### src/shared/supply_fault_pkg.sv
// Constants for the supply-voltage fault block
// Functional notes
// - A 3-bit minimum-supply field disables the floor at code 0 and selects 4.5 to 12.5 V at 1-7.
// - The undervoltage recovery bit latches the fault at 0 and self-clears in bounds at 1.
// - A 3-bit maximum-supply field disables the ceiling at code 0 and selects 20 to 35 V at 1-7.
// - The overvoltage recovery bit latches the fault at 0 and self-clears in bounds at 1.
// - A 3-bit retry field means unlimited at 0 and 2,3,5,7,10,15,20 attempts at 1-7.
// - Six 32-bit configuration registers sit at even offsets 0xa4 to 0xae.
// - An auto-clearing fault retried beyond the limit stops retrying and stays latched.
package supply_fault_pkg;
	localparam int ADDR_W = 8;
	localparam int DATA_W = 32;
	localparam int VM_W   = 12;
	// Register offsets are word indices on the register port
	localparam logic [ADDR_W-1:0] IDX_PIN_CFG  = 8'ha4;
	localparam logic [ADDR_W-1:0] IDX_DEV_CFG1 = 8'ha6;
	localparam logic [ADDR_W-1:0] IDX_DEV_CFG2 = 8'ha8;
	localparam logic [ADDR_W-1:0] IDX_PERI_CFG = 8'haa;
	localparam logic [ADDR_W-1:0] IDX_GD_CFG1  = 8'hac;
	localparam logic [ADDR_W-1:0] IDX_GD_CFG2  = 8'hae;
	localparam logic [ADDR_W-1:0] IDX_FAULT2   = 8'h92;
	localparam logic [ADDR_W-1:0] IDX_STATUS   = 8'h94;
	localparam logic [ADDR_W-1:0] IDX_IRQ_STAT = 8'h96;
	localparam logic [ADDR_W-1:0] IDX_IRQ_MASK = 8'h98;
	localparam logic [ADDR_W-1:0] IDX_CLEAR    = 8'h9a;
	localparam int NUM_HW_CFG = 6;
	localparam logic [ADDR_W-1:0] HW_CFG_BASE = 8'ha4;
	localparam logic [ADDR_W-1:0] HW_CFG_STEP = 8'h02;
	// Reset values
	localparam logic [DATA_W-1:0] RST_PIN_CFG  = 32'h0000_0000;
	localparam logic [DATA_W-1:0] RST_DEV_CFG1 = 32'h0000_0000;
	localparam logic [DATA_W-1:0] RST_DEV_CFG2 = 32'h0000_0000;
	localparam logic [DATA_W-1:0] RST_PERI_CFG = 32'h4000_0000;
	localparam logic [DATA_W-1:0] RST_GD_CFG1  = 32'h1022_8100;
	localparam logic [DATA_W-1:0] RST_GD_CFG2  = 32'h0120_0000;
	localparam logic [DATA_W-1:0] RST_FAULT2   = 32'h0000_0000;
	// Fault configuration field positions
	localparam int MIN_LSB  = 8;
	localparam int UV_MODE  = 7;
	localparam int MAX_LSB  = 4;
	localparam int OV_MODE  = 3;
	localparam int RTRY_LSB = 0;
	localparam int FLD_W    = 3;
	// Interrupt bit positions (the status word holds uv, ov and lock at bits 1 to 3)
	localparam int ST_UV    = 0;
	localparam int ST_OV    = 1;
	localparam int ST_RLOCK = 2;
	localparam int NUM_EVT  = 3;
	// Clear-register bit that releases latched faults
	localparam int CLR_BIT  = 0;
	// Supply in units of 0.1 V (steps match the table)
	localparam logic [VM_W-1:0] MIN_TAB [8] = '{12'h000, 12'h02d, 12'h032, 12'h037,
		12'h03c, 12'h04b, 12'h064, 12'h07d};
	localparam logic [VM_W-1:0] MAX_TAB [8] = '{12'h000, 12'h0c8, 12'h0e1, 12'h0fa,
		12'h113, 12'h12c, 12'h145, 12'h15e};
	localparam logic [4:0] RETRY_TAB [8] = '{5'h00, 5'h02, 5'h03, 5'h05,
		5'h07, 5'h0a, 5'h0f, 5'h14};
	// Retry spacing
	localparam int RETRY_US = 1000;
	localparam int CLK_MHZ  = 40;
	localparam int RETRY_CYC = RETRY_US * CLK_MHZ;
	typedef enum logic [1:0] {F_OK, F_FAULT, F_WAIT, F_LOCKED} fault_state_type;
endpackage

### src/hdl/supply_fault.sv
// Supply-voltage fault detection, recovery and register slave
`timescale 1ns/1ps
module supply_fault #(
	parameter int RETRY_CYCLES = supply_fault_pkg::RETRY_CYC
) (
	input  wire logic                                sys_clk,     // 40 MHz clock
	input  wire logic                                rstn,        // Sync reset, low
	input  wire logic [supply_fault_pkg::ADDR_W-1:0] addr,        // Register index
	input  wire logic [supply_fault_pkg::DATA_W-1:0] wdata,       // Write data
	input  wire logic                                wr,          // Write strobe
	input  wire logic                                rd,          // Read strobe
	output logic      [supply_fault_pkg::DATA_W-1:0] rdata,       // Read data, next cycle
	input  wire logic [supply_fault_pkg::VM_W-1:0]   vm_level,    // Supply, 0.1 V units
	output logic                                     drive_en,    // Motor drive allowed
	output logic                                     fault_out,   // Any supply fault
	output logic                                     irq          // Level interrupt
);
	import supply_fault_pkg::*;

	initial
	begin
		if (RETRY_CYCLES < 1 || RETRY_CYCLES > 32'h00ff_ffff)
			$error("supply_fault: RETRY_CYCLES out of range");
	end

	function automatic logic hit(input logic [ADDR_W-1:0] a, input logic [ADDR_W-1:0] idx);
		hit = (a == idx);
	endfunction

	logic [DATA_W-1:0]    fault2_r, fault2_nxt;
	logic [NUM_EVT-1:0]   istat_r, imask_r;
	logic [DATA_W-1:0]    rdata_loc_r;
	logic                 rd_bank_r;
	logic                 uv_fault_r, ov_fault_r;
	logic [4:0]           tries_r;
	logic [23:0]          wait_cnt_r;
	fault_state_type      st_r, st_nxt;

	// Register decode
	wire [NUM_HW_CFG-1:0] bank_hit;
	wire [NUM_HW_CFG-1:0] bank_wr;
	wire [$clog2(NUM_HW_CFG)-1:0] bank_idx;
	for (genvar i = 0; i < NUM_HW_CFG; i++)
	begin : g_dec
		assign bank_hit[i] = hit(addr, HW_CFG_BASE + ADDR_W'(i) * HW_CFG_STEP);
		assign bank_wr[i]  = wr && bank_hit[i];
	end
	wire any_bank = |bank_hit;
	assign bank_idx = 3'((addr - HW_CFG_BASE) >> 1);
	wire wr_fault2 = wr && hit(addr, IDX_FAULT2);
	wire wr_istat  = wr && hit(addr, IDX_IRQ_STAT);
	wire wr_imask  = wr && hit(addr, IDX_IRQ_MASK);
	wire wr_clear  = wr && hit(addr, IDX_CLEAR) && wdata[CLR_BIT];

	wire [DATA_W-1:0] bank_rdata;
	cfg_regs #(.N(NUM_HW_CFG)) u_bank (
		.sys_clk (sys_clk),
		.rstn    (rstn),
		.wr_sel  (bank_wr),
		.wdata   (wdata),
		.rd_idx  (any_bank ? bank_idx : 3'h0),
		.rdata   (bank_rdata)
	);

	// Field extraction
	wire [FLD_W-1:0] min_code   = fault2_r[MIN_LSB +: FLD_W];
	wire [FLD_W-1:0] max_code   = fault2_r[MAX_LSB +: FLD_W];
	wire [FLD_W-1:0] retry_code = fault2_r[RTRY_LSB +: FLD_W];
	wire             uv_auto    = fault2_r[UV_MODE];
	wire             ov_auto    = fault2_r[OV_MODE];
	wire [VM_W-1:0]  min_lim    = MIN_TAB[min_code];
	wire [VM_W-1:0]  max_lim    = MAX_TAB[max_code];
	wire [4:0]       retry_max  = RETRY_TAB[retry_code];
	wire             unlimited  = (retry_code == 3'h0);

	// Limit comparison; code 0 disables each side
	wire uv_now = (min_code != 3'h0) && (vm_level < min_lim);
	wire ov_now = (max_code != 3'h0) && (vm_level > max_lim);
	wire in_bounds = !uv_now && !ov_now;
	wire any_fault = uv_fault_r || ov_fault_r;
	// Auto-clear only when every active fault is in auto mode
	wire auto_ok = (!uv_fault_r || uv_auto) && (!ov_fault_r || ov_auto);
	wire exhausted = !unlimited && (tries_r >= retry_max);
	wire wait_done = (wait_cnt_r == 24'h0);
	wire enter_lock = (st_r == F_WAIT) && wait_done && in_bounds && exhausted;
	wire retry_ok   = (st_r == F_WAIT) && wait_done && in_bounds && !exhausted;

	// Fault state sequencing
	always_comb
	begin
		st_nxt = st_r;
		unique case (st_r)
			F_OK:
				// A clear taken during a violation leaves the latch set
				if (uv_now || ov_now || any_fault)
					st_nxt = F_FAULT;
			F_FAULT:
				if (wr_clear)
					st_nxt = F_OK;
				else if (auto_ok)
					st_nxt = F_WAIT;
			F_WAIT:
				if (wr_clear)
					st_nxt = F_OK;
				else if (!auto_ok)
					st_nxt = F_FAULT;
				else if (enter_lock)
					st_nxt = F_LOCKED;
				else if (retry_ok)
					st_nxt = F_OK;
			F_LOCKED:
				if (wr_clear)
					st_nxt = F_OK;
		endcase
	end

	always_ff @(posedge sys_clk)
	begin
		if (!rstn)
			st_r <= F_OK;
		else
			st_r <= st_nxt;
	end

	// Individual fault latches
	always_ff @(posedge sys_clk)
	begin
		if (!rstn)
		begin
			uv_fault_r <= 1'b0;
			ov_fault_r <= 1'b0;
		end
		else
		begin
			uv_fault_r <= uv_now || (uv_fault_r && !(st_nxt == F_OK));
			ov_fault_r <= ov_now || (ov_fault_r && !(st_nxt == F_OK));
		end
	end

	// Retry spacing and attempt counter
	always_ff @(posedge sys_clk)
	begin
		if (!rstn)
			wait_cnt_r <= 24'h0;
		else if (st_r != F_WAIT)
			wait_cnt_r <= 24'(RETRY_CYCLES - 1);
		else if (!wait_done)
			wait_cnt_r <= wait_cnt_r - 24'h1;
	end

	always_ff @(posedge sys_clk)
	begin
		if (!rstn || wr_clear)
			tries_r <= 5'h0;
		else if (retry_ok && !tries_r[4] || retry_ok && tries_r != 5'h1f)
			tries_r <= tries_r + 5'h1;
	end

	// Configuration and interrupt registers
	assign fault2_nxt = wr_fault2 ? wdata : fault2_r;
	wire [NUM_EVT-1:0] evt;
	assign evt[ST_UV]    = uv_now && !uv_fault_r;
	assign evt[ST_OV]    = ov_now && !ov_fault_r;
	assign evt[ST_RLOCK] = enter_lock;
	wire [NUM_EVT-1:0] istat_clr = wr_istat ? wdata[NUM_EVT-1:0] : '0;

	always_ff @(posedge sys_clk)
	begin
		if (!rstn)
		begin
			fault2_r <= RST_FAULT2;
			istat_r  <= '0;
			imask_r  <= '0;
		end
		else
		begin
			fault2_r <= fault2_nxt;
			istat_r  <= (istat_r & ~istat_clr) | evt;
			if (wr_imask)
				imask_r <= wdata[NUM_EVT-1:0];
		end
	end

	// Read path: local words registered here, bank words inside cfg_regs
	wire [DATA_W-1:0] status_word = {28'h0, st_r == F_LOCKED, ov_fault_r, uv_fault_r,
		drive_en};
	wire [DATA_W-1:0] local_rd =
		hit(addr, IDX_FAULT2)   ? fault2_r :
		hit(addr, IDX_STATUS)   ? status_word :
		hit(addr, IDX_IRQ_STAT) ? {29'h0, istat_r} :
		hit(addr, IDX_IRQ_MASK) ? {29'h0, imask_r} :
		32'h0;

	always_ff @(posedge sys_clk)
	begin
		if (!rstn)
		begin
			rdata_loc_r <= '0;
			rd_bank_r   <= 1'b0;
		end
		else
		begin
			rdata_loc_r <= rd ? local_rd : 32'h0;
			rd_bank_r   <= rd && any_bank;
		end
	end

	assign rdata     = rd_bank_r ? bank_rdata : rdata_loc_r;
	assign drive_en  = (st_r == F_OK) && !any_fault;
	assign fault_out = any_fault;
	assign irq       = |(istat_r & imask_r);
endmodule

### src/hdl/cfg_regs.sv
// Bank of six hardware configuration words, registered read port
`timescale 1ns/1ps
module cfg_regs #(
	parameter int N = supply_fault_pkg::NUM_HW_CFG
) (
	input  wire logic                                 sys_clk, // System clock
	input  wire logic                                 rstn,    // Sync reset, low
	input  wire logic [N-1:0]                         wr_sel,  // One-hot write select
	input  wire logic [supply_fault_pkg::DATA_W-1:0]  wdata,   // Write data
	input  wire logic [$clog2(N)-1:0]                 rd_idx,  // Read index
	output logic      [supply_fault_pkg::DATA_W-1:0]  rdata    // Registered read word
);
	import supply_fault_pkg::*;
	localparam logic [DATA_W-1:0] RST_TAB [NUM_HW_CFG] = '{RST_PIN_CFG, RST_DEV_CFG1,
		RST_DEV_CFG2, RST_PERI_CFG, RST_GD_CFG1, RST_GD_CFG2};
	logic [DATA_W-1:0] mem_r [N];
	initial
	begin
		if (N != NUM_HW_CFG)
			$error("cfg_regs: bank size must match the register map");
	end
	for (genvar i = 0; i < N; i++)
	begin : g_word
		always_ff @(posedge sys_clk)
		begin
			if (!rstn)
				mem_r[i] <= RST_TAB[i];
			else if (wr_sel[i])
				mem_r[i] <= wdata;
		end
	end
	always_ff @(posedge sys_clk)
	begin
		if (!rstn)
			rdata <= '0;
		else
			rdata <= mem_r[rd_idx];
	end
endmodule

### config.mk
export PLATFORM = sky130hd
export DESIGN_NAME = supply_fault
export DESIGN_NICKNAME = d
export VERILOG_FILES = /design/src/shared/supply_fault_pkg.sv /design/src/hdl/supply_fault.sv /design/src/hdl/cfg_regs.sv
export SDC_FILE = /design/constraint.sdc
export NUM_CORES = 1
export LEC_CHECK = 0
export BUFFER_PORTS_ARGS = -buffer_cell sky130_fd_sc_hd__buf_2
export CAP_MARGIN = 40
export CORE_ASPECT_RATIO = 2
export CORE_MARGIN = 1.5
export CORE_UTILIZATION = 50
export DETAILED_ROUTE_END_ITERATION = 10
export PLACE_DENSITY = 0.74
export SETUP_SLACK_MARGIN = 0.5
export SYNTH_ARGS = -nofsm -noshare
export SYNTH_HDL_FRONTEND = slang
export SYNTH_SLANG_ARGS = --single-unit
### constraint.sdc
create_clock -name sys_clk -period 9.7 [get_ports sys_clk]
set_input_delay 2.425 -clock sys_clk [delete_from_list [all_inputs] [get_ports sys_clk]]
set_output_delay 2.425 -clock sys_clk [all_outputs]
set_load 0.02 [all_outputs]
Yosys cells after proc, flatten, opt, wreduce, memory -nomap -nowiden
Memory sizes are Yosys's and may differ from the RTL's. A register that Yosys moved wholly into a read port is not among the register bits.
Cells that the tools add are included.
{"block": "word_totals", "wordCells": 162, "reg_bits": 104, "latchBits": 0, "output_inout_bits": 35, "memories": 4, "inputBits": 56, "romBits": 232, "ramBits": 192}
{"name": "u_bank.mem_r", "words": 6, "word_bits": 32, "read_ports": 1, "rd_clocked_by_memory_dff": 1, "write_ports": 6, "line_no": "cfg_regs.sv:16", "text": "logic [DATA_W-1:0] mem_r [N];"}
{"name": "(name not given)", "words": 8, "word_bits": 12, "read_ports": 1, "rd_clocked_by_memory_dff": 0, "write_ports": 0, "line_no": "supply_fault.sv:72", "text": "wire [VM_W-1:0] max_lim = MAX_TAB[max_code];"}
{"name": "(name not given)", "words": 8, "word_bits": 12, "read_ports": 1, "rd_clocked_by_memory_dff": 0, "write_ports": 0, "line_no": "supply_fault.sv:71", "text": "wire [VM_W-1:0] min_lim = MIN_TAB[min_code];"}
{"name": "(name not given)", "words": 8, "word_bits": 5, "read_ports": 1, "rd_clocked_by_memory_dff": 0, "write_ports": 0, "line_no": "supply_fault.sv:73", "text": "wire [4:0] retry_max = RETRY_TAB[retry_code];"}
{"block": "op_classes", "bitwise_logic": 14, "addsub": 3, "n_reduce_logical": 58, "mux": 49, "shifts": 0, "div": 0, "multipliers": 0, "magnitude_cmp": 6, "n_eq_ne": 17}
{"operator": "$mux W32", "n": 8}
{"operator": "$eq A8 B8 Y1 const B", "n": 11}
{"operator": "$mux W12", "n": 4}
{"operator": "$mux W16", "n": 2}
{"operator": "$logic_and A1 B1 Y1", "n": 28}
{"operator": "$logic_not A24 Y1", "n": 1}
{"operator": "$sub A24 B1 Y24 const B", "n": 1}
{"operator": "$mux W1", "n": 19}
{"operator": "$mux W2", "n": 8}
{"operator": "$ge A4 B4 Y1 const B", "n": 3}
{"operator": "$gt A12 B12 Y1", "n": 1}
{"operator": "$lt A12 B12 Y1", "n": 1}
{"operator": "$mux W3", "n": 4}
{"operator": "$not A3 Y4", "n": 3}
{"operator": "$logic_not A1 Y1", "n": 11}
{"operator": "$mux W5", "n": 2}
{"operator": "$logic_or A1 B1 Y1", "n": 9}
{"operator": "$pmux W2 S4", "n": 1}
{"operator": "$and A3 B3 Y3", "n": 2}
{"operator": "$or A1 B1 Y1", "n": 6}
{"operator": "$reduce_bool A3 Y1", "n": 2}
{"operator": "$reduce_or A6 Y1", "n": 1}
{"operator": "$add A5 B1 Y5 const B", "n": 1}
{"operator": "$ge A5 B5 Y1", "n": 1}
{"operator": "other kinds (15)", "n": 17}

Longest topological paths before layout
Gate-level depths: netlist (run 1).
{"block": "depth", "word_depth": 19, "mapped_depth": 12, "ltp_nobuf": 12}

Modules after synthesis
From an unflattened synthesis (run 1), not the netlist that was laid out.
{"block": "unflattened", "cells_unflattened": 1265, "area_unflattened_um2": 14686.6}
{"module": "cfg_regs", "cells_each": 647, "area_per_inst_um2": 9347.7, "seq_area_each_um2": 6406.1, "n_inst": 1}
{"module": "supply_fault", "cells_each": 618, "area_per_inst_um2": 5338.9, "seq_area_each_um2": 2082.0, "n_inst": 1}

Worst setup path after synthesis (run 1)
Ideal clock, no wire load.
{"block": "synth_timing", "path_kind": "in2reg", "startpoint": "input port addr[2] (netlist bit)", "endpoint": "memory u_bank.mem_r[2][0], enable pin", "required_ps": 9234, "path_slack_ps": 3564, "stages": 7, "t_arrival_ps": 5670, "setup_time_ps": 466, "n_path_buf": 3, "cell_sequence": "clkbuf_1 clkbuf_1 inv_1 ha_1 clkbuf_1 nand2_1 o21ai_0"}
{"element": "from (decl)", "line_no": "supply_fault.sv:8", "text": "input wire logic [supply_fault_pkg::ADDR_W-1:0] addr,"}
{"element": "to (decl)", "line_no": "cfg_regs.sv:16"}

Worst setup path after layout (run 1)
{"block": "layout_timing", "startpoint": "input port addr[2] (netlist bit)", "endpoint": "register u_bank.rdata[29] (netlist bit), read port of u_bank.mem_r"}
{"block": "layout_via", "elab_chain_cells": 3, "word_cells_on_any_way": 9, "cone_classes": "add/sub: 1; eq/ne: 6; mux: 1; reduce/logical: 1"}
{"element": "$eq A8 B8 Y1", "line_no": "supply_fault.sv:27", "text": "hit = (a == idx);"}
{"element": "$reduce_or A6 Y1", "line_no": "supply_fault.sv:48", "text": "wire any_bank = |bank_hit;"}
{"element": "$mux W3 *", "line_no": "supply_fault.sv:61", "text": ".rd_idx (any_bank ? bank_idx : 3'h0),"}
{"element": "to (decl)", "line_no": "cfg_regs.sv:11", "text": "output logic [supply_fault_pkg::DATA_W-1:0] rdata"}
Mark *: on every way between the ends. The rest lies on a longest branch, timed or not.
A chain may end at the register's enable or synchronous reset.

==> results of run 1 <==
stage by stage:
| stage | power (mW) | hold slack (ns) | cell area (µm²) | setup WS (ns) |
|---|---|---|---|---|
| 2_1_floorplan | 1.67 | 0.430 | 15200 | 3.56 |
| 3_5_place_dp | 1.75 | 0.438 | 16100 | 3.79 |
| 3_3_place_gp | 1.74 | 0.434 | 15900 | 3.76 |
| 6_report | 2.81 | 0.449 | 17000 | 4.38 |
| 4_1_cts | 2.82 | 0.452 | 17000 | 4.39 |
| 5_1_grt | 2.89 | 0.469 | 17000 | 4.11 |
worst register-to-register path, delay by kind of cell (launching register included):
| kind | cells | cell delay [ns] |
|---|---|---|
| adders and majority gates | 2 | 0.59 |
| and+or+nand+nor | 3 | 0.42 |
| AOI/OAI and AO/OA | 6 | 1.33 |
| buffers and inverters | 1 | 0.13 |
| DFF | 1 | 0.47 |
flip-flops by register name (all words and copies together) (netlist names):
register      count
wait_cnt_r       24
imask_r           3
ov_fault_r        1
rdata_loc_r      32
rd_bank_r         1
u_bank.rdata     32
st_r              2
tries_r           5
uv_fault_r        1
istat_r           3
fault2_r         32
u_bank.mem_r    192
cell families after synthesis:
kind of cell             after synthesis
AND/OR/NAND/NOR                      521
flip-flops                           328
AO/OA/AOI/OAI                        238
buffers and inverters                153
multiplexers                         109
adder cells (fa/ha/maj)               39
XOR/XNOR                              19
cells in the final DEF, fill, tap and decap left out, types with 52 or more instances in the layout:
cell / count
and3_1: 100
a21oi_1: 52
edfxtp_1: 192
and2_1: 125
o21ai_0: 78
buf_2: 90
mux2i_1: 76
inv_1: 53
nand2_1: 142
dfxtp_1: 135
metal layers:
layer	up-vias	GRT usage [%]	wire length (µm)
li1	5156	-	-
met1	5263	24.7	12900
met2	325	45.6	20500
met3	112	3.35	1940
met4	0	11.7	1760
met5	-	0	0
power by group through the flow:
stage,Clock [mW],Combinational [mW],Sequential (mW)
global placement,0,0.164,1.58
global route,1.14,0.192,1.55
detailed placement,0,0.175,1.58
CTS,1.10,0.175,1.55
floorplan,0,0.103,1.57
finish,1.09,0.176,1.55
worst max-delay path by stage:
| stage | slack, ns | cells after the start | from | to |
|---|---|---|---|---|
| finish | 4.38 | 10 | addr[2] | u_bank.rdata[29] |
| global route | 4.11 | 10 | addr[2] | u_bank.rdata[29] |
| CTS | 4.39 | 10 | addr[2] | u_bank.rdata[29] |
| detailed placement | 3.79 | 10 | addr[2] | u_bank.rdata[29] |
| global placement | 3.76 | 9 | addr[2] | u_bank.rdata[27] |
| floorplan | 3.56 | 7 | addr[2] | u_bank.mem_r[2][0] |
cell type report:
| cell class | count | area (µm²) | area share [%] |
|---|---|---|---|
| well taps | 368 | 460 | 2.71 |
| flip-flops and latches | 328 | 8490 | 49.9 |
| clock buffers | 38 | 803 | 4.72 |
| multi-input cells | 926 | 6180 | 36.3 |
| repair buffers | 118 | 786 | 4.62 |
| inverters | 54 | 203 | 1.19 |
| clock inverters | 14 | 81.3 | 0.478 |
| diodes | 1 | 2.50 | 0.0147 |
==> reports/metrics.yaml, run 1 <==
logic_synthesis:
  yosysTopAreaCell: "edfxtp_1"
  synthMostInstantiatedCell: "edfxtp_1"
  syn_area_um2: 15200
  synthMuxAreaShare_pct: 7.46
  synth.distinct_cells: 60
  ys_top_cells_by_count: "192 x edfxtp_1, 144 x nand2_1, 136 x dfxtp_1"
  synth_compound_area_share_pct: 10.0
  synth.area.top_cells: "edfxtp_1 38%, dfxtp_1 18%, and2_1 5.2%, mux2i_1 5.0%, and3_1 4.2%"
  synthAdderAreaFrac_pct: 3.22
  syn-mean-instance-area_um2: 10.8
  synthXorXnorAreaFrac_pct: 1.10
  synth_edf_count: 192
  synthCells: 1407
  syn_nets: 1502
  async_flop_share_pct: 0
  synth_top_family_by_area: "simple AND/OR/NAND/NOR gates"
  postSynthRegisterBits: 328
  synthFlopType: "edfxtp_1"
  synth-simple-area-share_pct: 18.5
  ys_seq_area_share_pct: 56.0
  yosys_warnings: 0
  synth_top_area_share_pct: 38.0
cells_and_area:
  drive_above_1_share_pct: 15.0
  fin_util_pct: 56.6
  nFillCells: 2499
  area_growth_pct: 12.1
  stdcell_count: 1847
  fin_nets: 1551
clocking:
  cts.path.max_buffers: 3
  cts_made_buffers: 28
  path_clk_slew_ns: 0.07
  insertion_delay_ns: 0.55
  clockRootBuffer: "clkbuf_16"
  cts.sinks: 328
  cts_hold_buf: 0
  cts_setup_buffers: 0
  htreeDepth: 1
  cts_resized: 0
  cts_tree: "yes"
sta:
  report.final.slew_viol_count: 0
  layout_min_cycle_time_ns: 5.32
  hold_viol_final: 0
  worstMarginPinSlew_ns: 0.916
  rsz0062_at_grt: "false"
  tns_ns: 0
  slew_headroom_pct: 38.9
  fin_skew_ns: 0.0142
  setup_viol: 0
  fin_crit_sh_pct: 54.8
  clock.fmax_mhz: 188
pwr:
  p_comb_share_pct: 6.3
  power_frac_seq_pct: 55.1
  clkPwrFrac_pct: 38.7
  p_switching_mw: 0.646
  internal_power_mw: 2.16
  p_leak_nw: 7.00
  netSwitchingFraction_pct: 23.0
  peakVddDrop_mv: 0.152
  cellPowerDensity_nw_per_um2: 165
floorplanning:
  initial_core_util_pct: 50.5
  core-area_um2: 30100
  die_w_um: 126
  rows: 90
  die_h_um: 249
  io_pins: 91
  dieArea_um2: 31500
global_routing:
  grt_usage_pct: 23.7
  grt_pass1_wl_um: 59000
  grt_overflow: 0
  grt_pass1_vias: 11300
  grt_max_degree: 98
  antenna_found_initial: 1
detailed_routing:
  num_vias: 10900
  post_drt_wl_per_cell_um: 20.1
  drc: 0
  drtIter0Drc: 777
  routed_via_density: 5.88
  first_pass_iters: 5
  drt_wl_total_um: 37200
  antenna_left: 0
worst_setup_path:
  start_kind: "input port"
  cp_top_family: "buffers and inverters"
  worst_path_largest_cell_delay_ns: 0.70
  cp_num_buf_inv: 4
  required_ns: 10.14
  rrSetupSlack_ns: 6.64
  reg2reg_from: "fault2_r[5]"
  worstSetupEndpointType: "flip-flop"
  crit_slowest_cell: "buf_4"
  path_class: "input port to flip-flop"
  crit_chain: "buf_2 > buf_4 > ha_1 > nor3_1 > nor3_2 > buf_4 > nand2_2 > buf_12 > mux2i_1 > a221oi_1"
  reg2regPathDepth: 12
  cp_max_fo: 97
  rr_endpoint: "tries_r[0]"
  cp.arrival_ns: 5.76
  cpMostUsedCell: "buf_4"
min_path:
  hold_depth: 2
  holdCritPathClass: "flip-flop to flip-flop"
  hold_end: "fault2_r[25]"
  hp-start: "fault2_r[25]"
placement:
  hpwl_um: 25000
  port_buffers: 90
  dp.cells: 1794
  globalplace.congestion: 0.861
status:
  status: "finished, final reports clean"
flow_run:
  cap_violations: 0
No activity file was read; power rests on OpenSTA's default activity.
==> run 2, diff against run 1 <==
==> constraint.sdc (replaced) <==
create_clock -name sys_clk -period 5.4 [get_ports sys_clk]
set_input_delay 1.35 -clock sys_clk [delete_from_list [all_inputs] [get_ports sys_clk]]
set_output_delay 1.35 -clock sys_clk [all_outputs]
set_load 0.02 [all_outputs]
==> reports/metrics.yaml, run 2 (synthesized netlist as in run 1, its figures left out) <==
clocking:
  insertion_delay_ns: 0.57  # +0.02 ns
  cts_tree: "yes"
  path_clk_slew_ns: 0.07  # about the same
  cts_resized: 0  # unchanged
  cts.path.max_buffers: 3  # unchanged
  clockRootBuffer: "clkbuf_16"
  cts.sinks: 328  # unchanged
  cts_hold_buf: 0  # unchanged
  htreeDepth: 1  # unchanged
  cts_made_buffers: 28  # unchanged
  cts_setup_buffers: 0  # unchanged
floorplanning:
  die_h_um: 249  # unchanged
  rows: 90  # unchanged
  initial_core_util_pct: 50.5  # unchanged
  die_w_um: 126  # unchanged
  io_pins: 91  # unchanged
  dieArea_um2: 31500  # unchanged
  core-area_um2: 30100  # unchanged
cells_and_area:
  seq_area_um2: 8490  # unchanged
  regMostFlops: "u_bank.mem_r"
  multiInputGateArea_um2: 6180  # about the same
  largest_register_ffs: 192  # unchanged
  drive_above_1_share_pct: 14.8  # -0.21 points
  nFillCells: 2493  # -0.24%
  fin_nets: 1552  # +0.064%
  final_common_cell: "edfxtp_1"
  antennaDiodeCount: 0  # -1
  area_growth_pct: 12.3
  final_cell_mix: "192 x edfxtp_1, 143 x nand2_1, 135 x dfxtp_1"
pwr:
  p_leak_nw: 6.99  # about the same
  power_mw: 5.14  # +83%
  cellPowerDensity_nw_per_um2: 302  # +83%
  peakVddDrop_mv: 0.241  # +59%
global_routing:
  grt_pass1_wl_um: 60000  # +1.7%
  grt_pass1_vias: 11400  # +0.89%
  grt_usage_pct: 24.7  # +1.0 points
  antenna_found_initial: 0  # -1
  grt_max_degree: 86  # -12%
  grt_overflow: 0  # unchanged
worst_setup_path:
  cp_max_fo: 17  # -82%
  reg2reg_from: "fault2_r[5]"
  required_ns: 4.05  # -6.09 ns
  start_kind: "flip-flop"
  rrSetupSlack_ns: 2.40  # -4.24 ns
  startpoint: "rd_bank_r"
  worstSetupEndpointType: "primary output"
  cp.arrival_ns: 2.02  # -3.74 ns
  path_class: "flip-flop to primary output"
min_path:
  holdCritPathClass: "flip-flop to flip-flop"
  hp-start: "fault2_r[29]"
sta:
  worst_hold_slack_ns: 0.449  # +0.000391 ns
  rsz0062_at_grt: "false"
  worstMarginPinSlew_ns: 0.906  # -0.00957 ns
  setup_viol: 0  # unchanged
  clock.fmax_mhz: 297
  report.final.slew_viol_count: 0  # unchanged
  fin_skew_ns: 0.0275  # +0.0133 ns
  tns_ns: 0  # unchanged
  fin_crit_sh_pct: 62.4
  slew_headroom_pct: 39.6  # +0.64 points
  layout_min_cycle_time_ns: 3.37
  hold_viol_final: 0  # unchanged
detailed_routing:
  first_pass_iters: 6  # +1
  drc: 0  # unchanged
  num_vias: 11000  # +1.1%
  routed_via_density: 5.94  # +1.1%
  drtIter0Drc: 1033  # +33%
  post_drt_wl_per_cell_um: 21.0  # +4.1%
  antenna_left: 0  # unchanged
  drt_wl_total_um: 38700  # +4.1%
placement:
  hpwl_um: 24800  # -0.79%
  port_buffers: 90  # unchanged
  globalplace.congestion: 0.837  # -2.8%
flow_run:
  cap_violations: 0  # unchanged
status:
  status: "finished, final reports clean"
run 2: changes by cell type in the layout (fill, tap and decap cells not counted), sizes merged:
cell,change
clkinvlp,-1
buf,+1
bufinv,+2
clkinv,-6
inv,+1
clkbuf,+4
diode,-1
run 2: critical path: stages, from the launching register on:
cell	delay, ns
dfxtp_2	0.65
buf_16	0.23
mux2_2	0.38
buf_2	0.17
run 2: cell type report:
type,instances,area share (%)
inverter,54,1.19
clock buffer,42,4.74
tap,368,2.70
multi-input combinational,926,36.3
timing repair buffer,119,4.54
clock inverter,10,0.683
sequential,328,49.9
run 2: path summary, 6_finish.rpt:
check            endpoint  cells after the start
min          fault2_r[29]                      2
max reg2reg    tries_r[3]                     12
max             rdata[31]                      3
min reg2reg  fault2_r[29]                      2
run 2: report_power, final:
group	switching, mW	internal (mW)	total, mW
sequential	0.0403	2.74	2.78
combinational	0.215	0.100	0.316
clock	0.909	1.14	2.05
run 2: per-layer routing:
layer / wire length [µm] / vias up / track usage (%)
li1: - / 5154 / -
met1: 13300 / 5344 / 25.0
met2: 21300 / 368 / 47.9
met3: 2140 / 112 / 3.09
met4: 1950 / 0 / 13.8
met5: 0 / - / 0
run 2: metrics by stage:
| step | utilization, % | instance area (µm²) | setup WS (ns) | instances |
|---|---|---|---|---|
| after global placement | 53.1 | 16000 | 1.59 | 1789 |
| after detailed placement | 53.6 | 16100 | 1.52 | 1795 |
| after CTS | 56.6 | 17000 | 1.98 | 1847 |
| after global routing | 56.6 | 17000 | 1.95 | 1847 |
| final | 56.6 | 17000 | 2.03 | 1847 |
| after floorplan | - | 15200 | 0.716 | 1407 |
==> run 3, diff against run 2 <==
==> constraint.sdc (replaced) <==
create_clock -name sys_clk -period 3.4 [get_ports sys_clk]
set_input_delay 0.85 -clock sys_clk [delete_from_list [all_inputs] [get_ports sys_clk]]
set_output_delay 0.85 -clock sys_clk [all_outputs]
set_load 0.02 [all_outputs]
==> reports/metrics.yaml, run 3 (synthesized netlist as in run 1, its figures left out) <==
status:
  status: "finished, final reports clean"
sta:
  report.final.slew_viol_count: 0  # unchanged
  finalWorstSetupSlack_ns: 0.658  # -1.37 ns
  worstMarginPinSlew_ns: 0.782  # -0.124 ns
  fin_skew_ns: 0.0135  # -0.0141 ns
  clock.fmax_mhz: 365
  fin_crit_sh_pct: 80.6
  slew_headroom_pct: 47.8  # +8.2 points
  setup_viol: 0  # unchanged
  tns_ns: 0  # unchanged
  layout_min_cycle_time_ns: 2.74
  worst_hold_slack_ns: 0.451  # +0.00151 ns
  hold_viol_final: 0  # unchanged
  rsz0062_at_grt: "false"
detailed_routing:
  first_pass_iters: 5  # -1
  drtIter0Drc: 790  # -24%
  antenna_left: 0  # unchanged
  routed_via_density: 5.91  # -0.64%
  num_vias: 11000  # +0.27%
  post_drt_wl_per_cell_um: 20.9  # -0.15%
  drc: 0  # unchanged
  drt_wl_total_um: 39000  # +0.77%
global_routing:
  grt_overflow: 0  # unchanged
  grt_pass1_wl_um: 60800  # +1.3%
  grt_max_degree: 65  # -24%
  grt_usage_pct: 24.8  # +0.088 points
  grt_pass1_vias: 11300  # -0.71%
  antenna_found_initial: 4  # +4
placement:
  dpl_worst_slack_ns: 0.469  # -1.05 ns
  hpwl_um: 25300  # +2.2%
  globalplace.congestion: 0.844  # +0.82%
  port_buffers: 90  # unchanged
  dp.cells: 1806  # +0.61%
flow_run:
  cap_violations: 0  # unchanged
pwr:
  peakVddDrop_mv: 0.388  # +61%
  p_switching_mw: 1.89  # +62%
  clkPwrFrac_pct: 39.4  # -0.4 points
  internal_power_mw: 6.24  # +57%
  power_frac_seq_pct: 54.3  # +0.2 points
  cellPowerDensity_nw_per_um2: 473  # +57%
  p_leak_nw: 7.06  # +0.88%
  p_comb_share_pct: 6.3  # +0.2 points
  netSwitchingFraction_pct: 23.2  # +0.57 points
min_path:
  hp-start: "fault2_r[28]"
  holdCritPathClass: "flip-flop to flip-flop"
floorplanning:
  die_w_um: 126  # unchanged
  dieArea_um2: 31500  # unchanged
  core-area_um2: 30100  # unchanged
  io_pins: 91  # unchanged
  initial_core_util_pct: 50.5  # unchanged
  die_h_um: 249  # unchanged
  rows: 90  # unchanged
clocking:
  cts_tree: "yes"
  cts.sinks: 328  # unchanged
  htreeDepth: 1  # unchanged
  clockRootBuffer: "clkbuf_16"
  cts.path.max_buffers: 3  # unchanged
  insertion_delay_ns: 0.56  # about the same
  cts_made_buffers: 29  # +3.6%
  path_clk_slew_ns: 0.07  # about the same
  cts_hold_buf: 0  # unchanged
cells_and_area:
  nFillCells: 2478  # -0.60%
  stdcell_count: 1864  # +0.92%
  area_growth_pct: 13.1
  final_common_cell: "edfxtp_1"
  fin_nets: 1566  # +0.90%
  regMostFlops: "u_bank.mem_r"
  largest_register_ffs: 192  # unchanged
  drive_above_1_share_pct: 16.3  # +1.5 points
  final_cell_mix: "192 x edfxtp_1, 142 x nand2_1, 131 x dfxtp_1"
worst_setup_path:
  cp.arrival_ns: 3.25  # +1.23 ns
  worstSetupEndpointType: "flip-flop"
  required_ns: 3.91  # -0.14 ns
  start_kind: "flip-flop"
  startpoint: "fault2_r[4]"
  reg2reg_from: "fault2_r[4]"
  cp_max_fo: 6  # -11
  path_class: "flip-flop to flip-flop"
==> run 3: cell count changes in the layout (fill, tap and decap cells not counted), moves of 3 or more <==
cell / before / now
buf_12: 2 / 8
dfxtp_1: 135 / 131
clkinvlp_2: 0 / 3
buf_16: 4 / 0
diode_2: 0 / 3
buf_4: 23 / 35
clkbuf_1: 8 / 3
==> run 3: worst max-delay path, stage by stage (launching register included) <==
cell,delay (ns)
dfxtp_2,0.37
inv_1,0.11
ha_1,0.31
nor2_1,0.13
a21oi_2,0.07
ha_1,0.29
nor2b_1,0.13
o211ai_1,0.16
a21o_1,0.20
a41o_4,0.27
nand4b_4,0.12
or4_1,0.47
nand2_1,0.07
==> run 3: timing repair <==
action / 4_1_cts / 5_1_grt
pin swaps: 0 / 1
setup endpoints to repair: 8 / 9
resized for setup: 3 / 8
cloned: 0 / 0
setup buffers: 0 / 2
==> run 3: worst paths after layout <==
check / to / slack, ns / cells past startpoint
worst max-delay path: tries_r[2] / 0.66 / 12
worst max register to register: tries_r[2] / 0.66 / 12
worst min register to register: fault2_r[28] / 0.45 / 2
worst min-delay path: fault2_r[28] / 0.45 / 2
==> run 3: through the flow <==
step                      area, µm²  util (%)  power, mW
after floorplan               15200         -       4.77
after global placement        16200      53.8       4.98
after detailed placement      16200      53.8       5.00
after CTS                     17100      56.9       8.15
after global routing          17200      57.1       8.36
final                         17200      57.1       8.12
==> run 3: layout make-up <==
| type | count | area [µm²] | share of cell area (%) |
|---|---|---|---|
| tap | 368 | 460 | 2.68 |
| clock inverter | 15 | 87.6 | 0.510 |
| timing repair buffer | 132 | 868 | 5.06 |
| sequential | 328 | 8500 | 49.5 |
| antenna | 3 | 7.51 | 0.0437 |
| inverter | 54 | 203 | 1.18 |
| clock buffer | 38 | 831 | 4.84 |
| multi-input combinational | 926 | 6210 | 36.2 |
==> run 3: power by group through the flow <==
stage          combinational [mW]  clock, mW  sequential [mW]
2_1_floorplan               0.299          0             4.47
3_3_place_gp                0.493          0             4.49
3_5_place_dp                0.507          0             4.50
4_1_cts                     0.510       3.23             4.41
5_1_grt                     0.554       3.38             4.42
6_report                    0.511       3.20             4.41
==> run 3: metal layers <==
metal	GRT usage (%)	vias to the layer above	wire length, µm
met3	3.37	105	1940
met4	12.8	2	1750
met2	46.9	350	21400
met1	26.4	5373	13900
met5	0	-	11
li1	-	5178	-
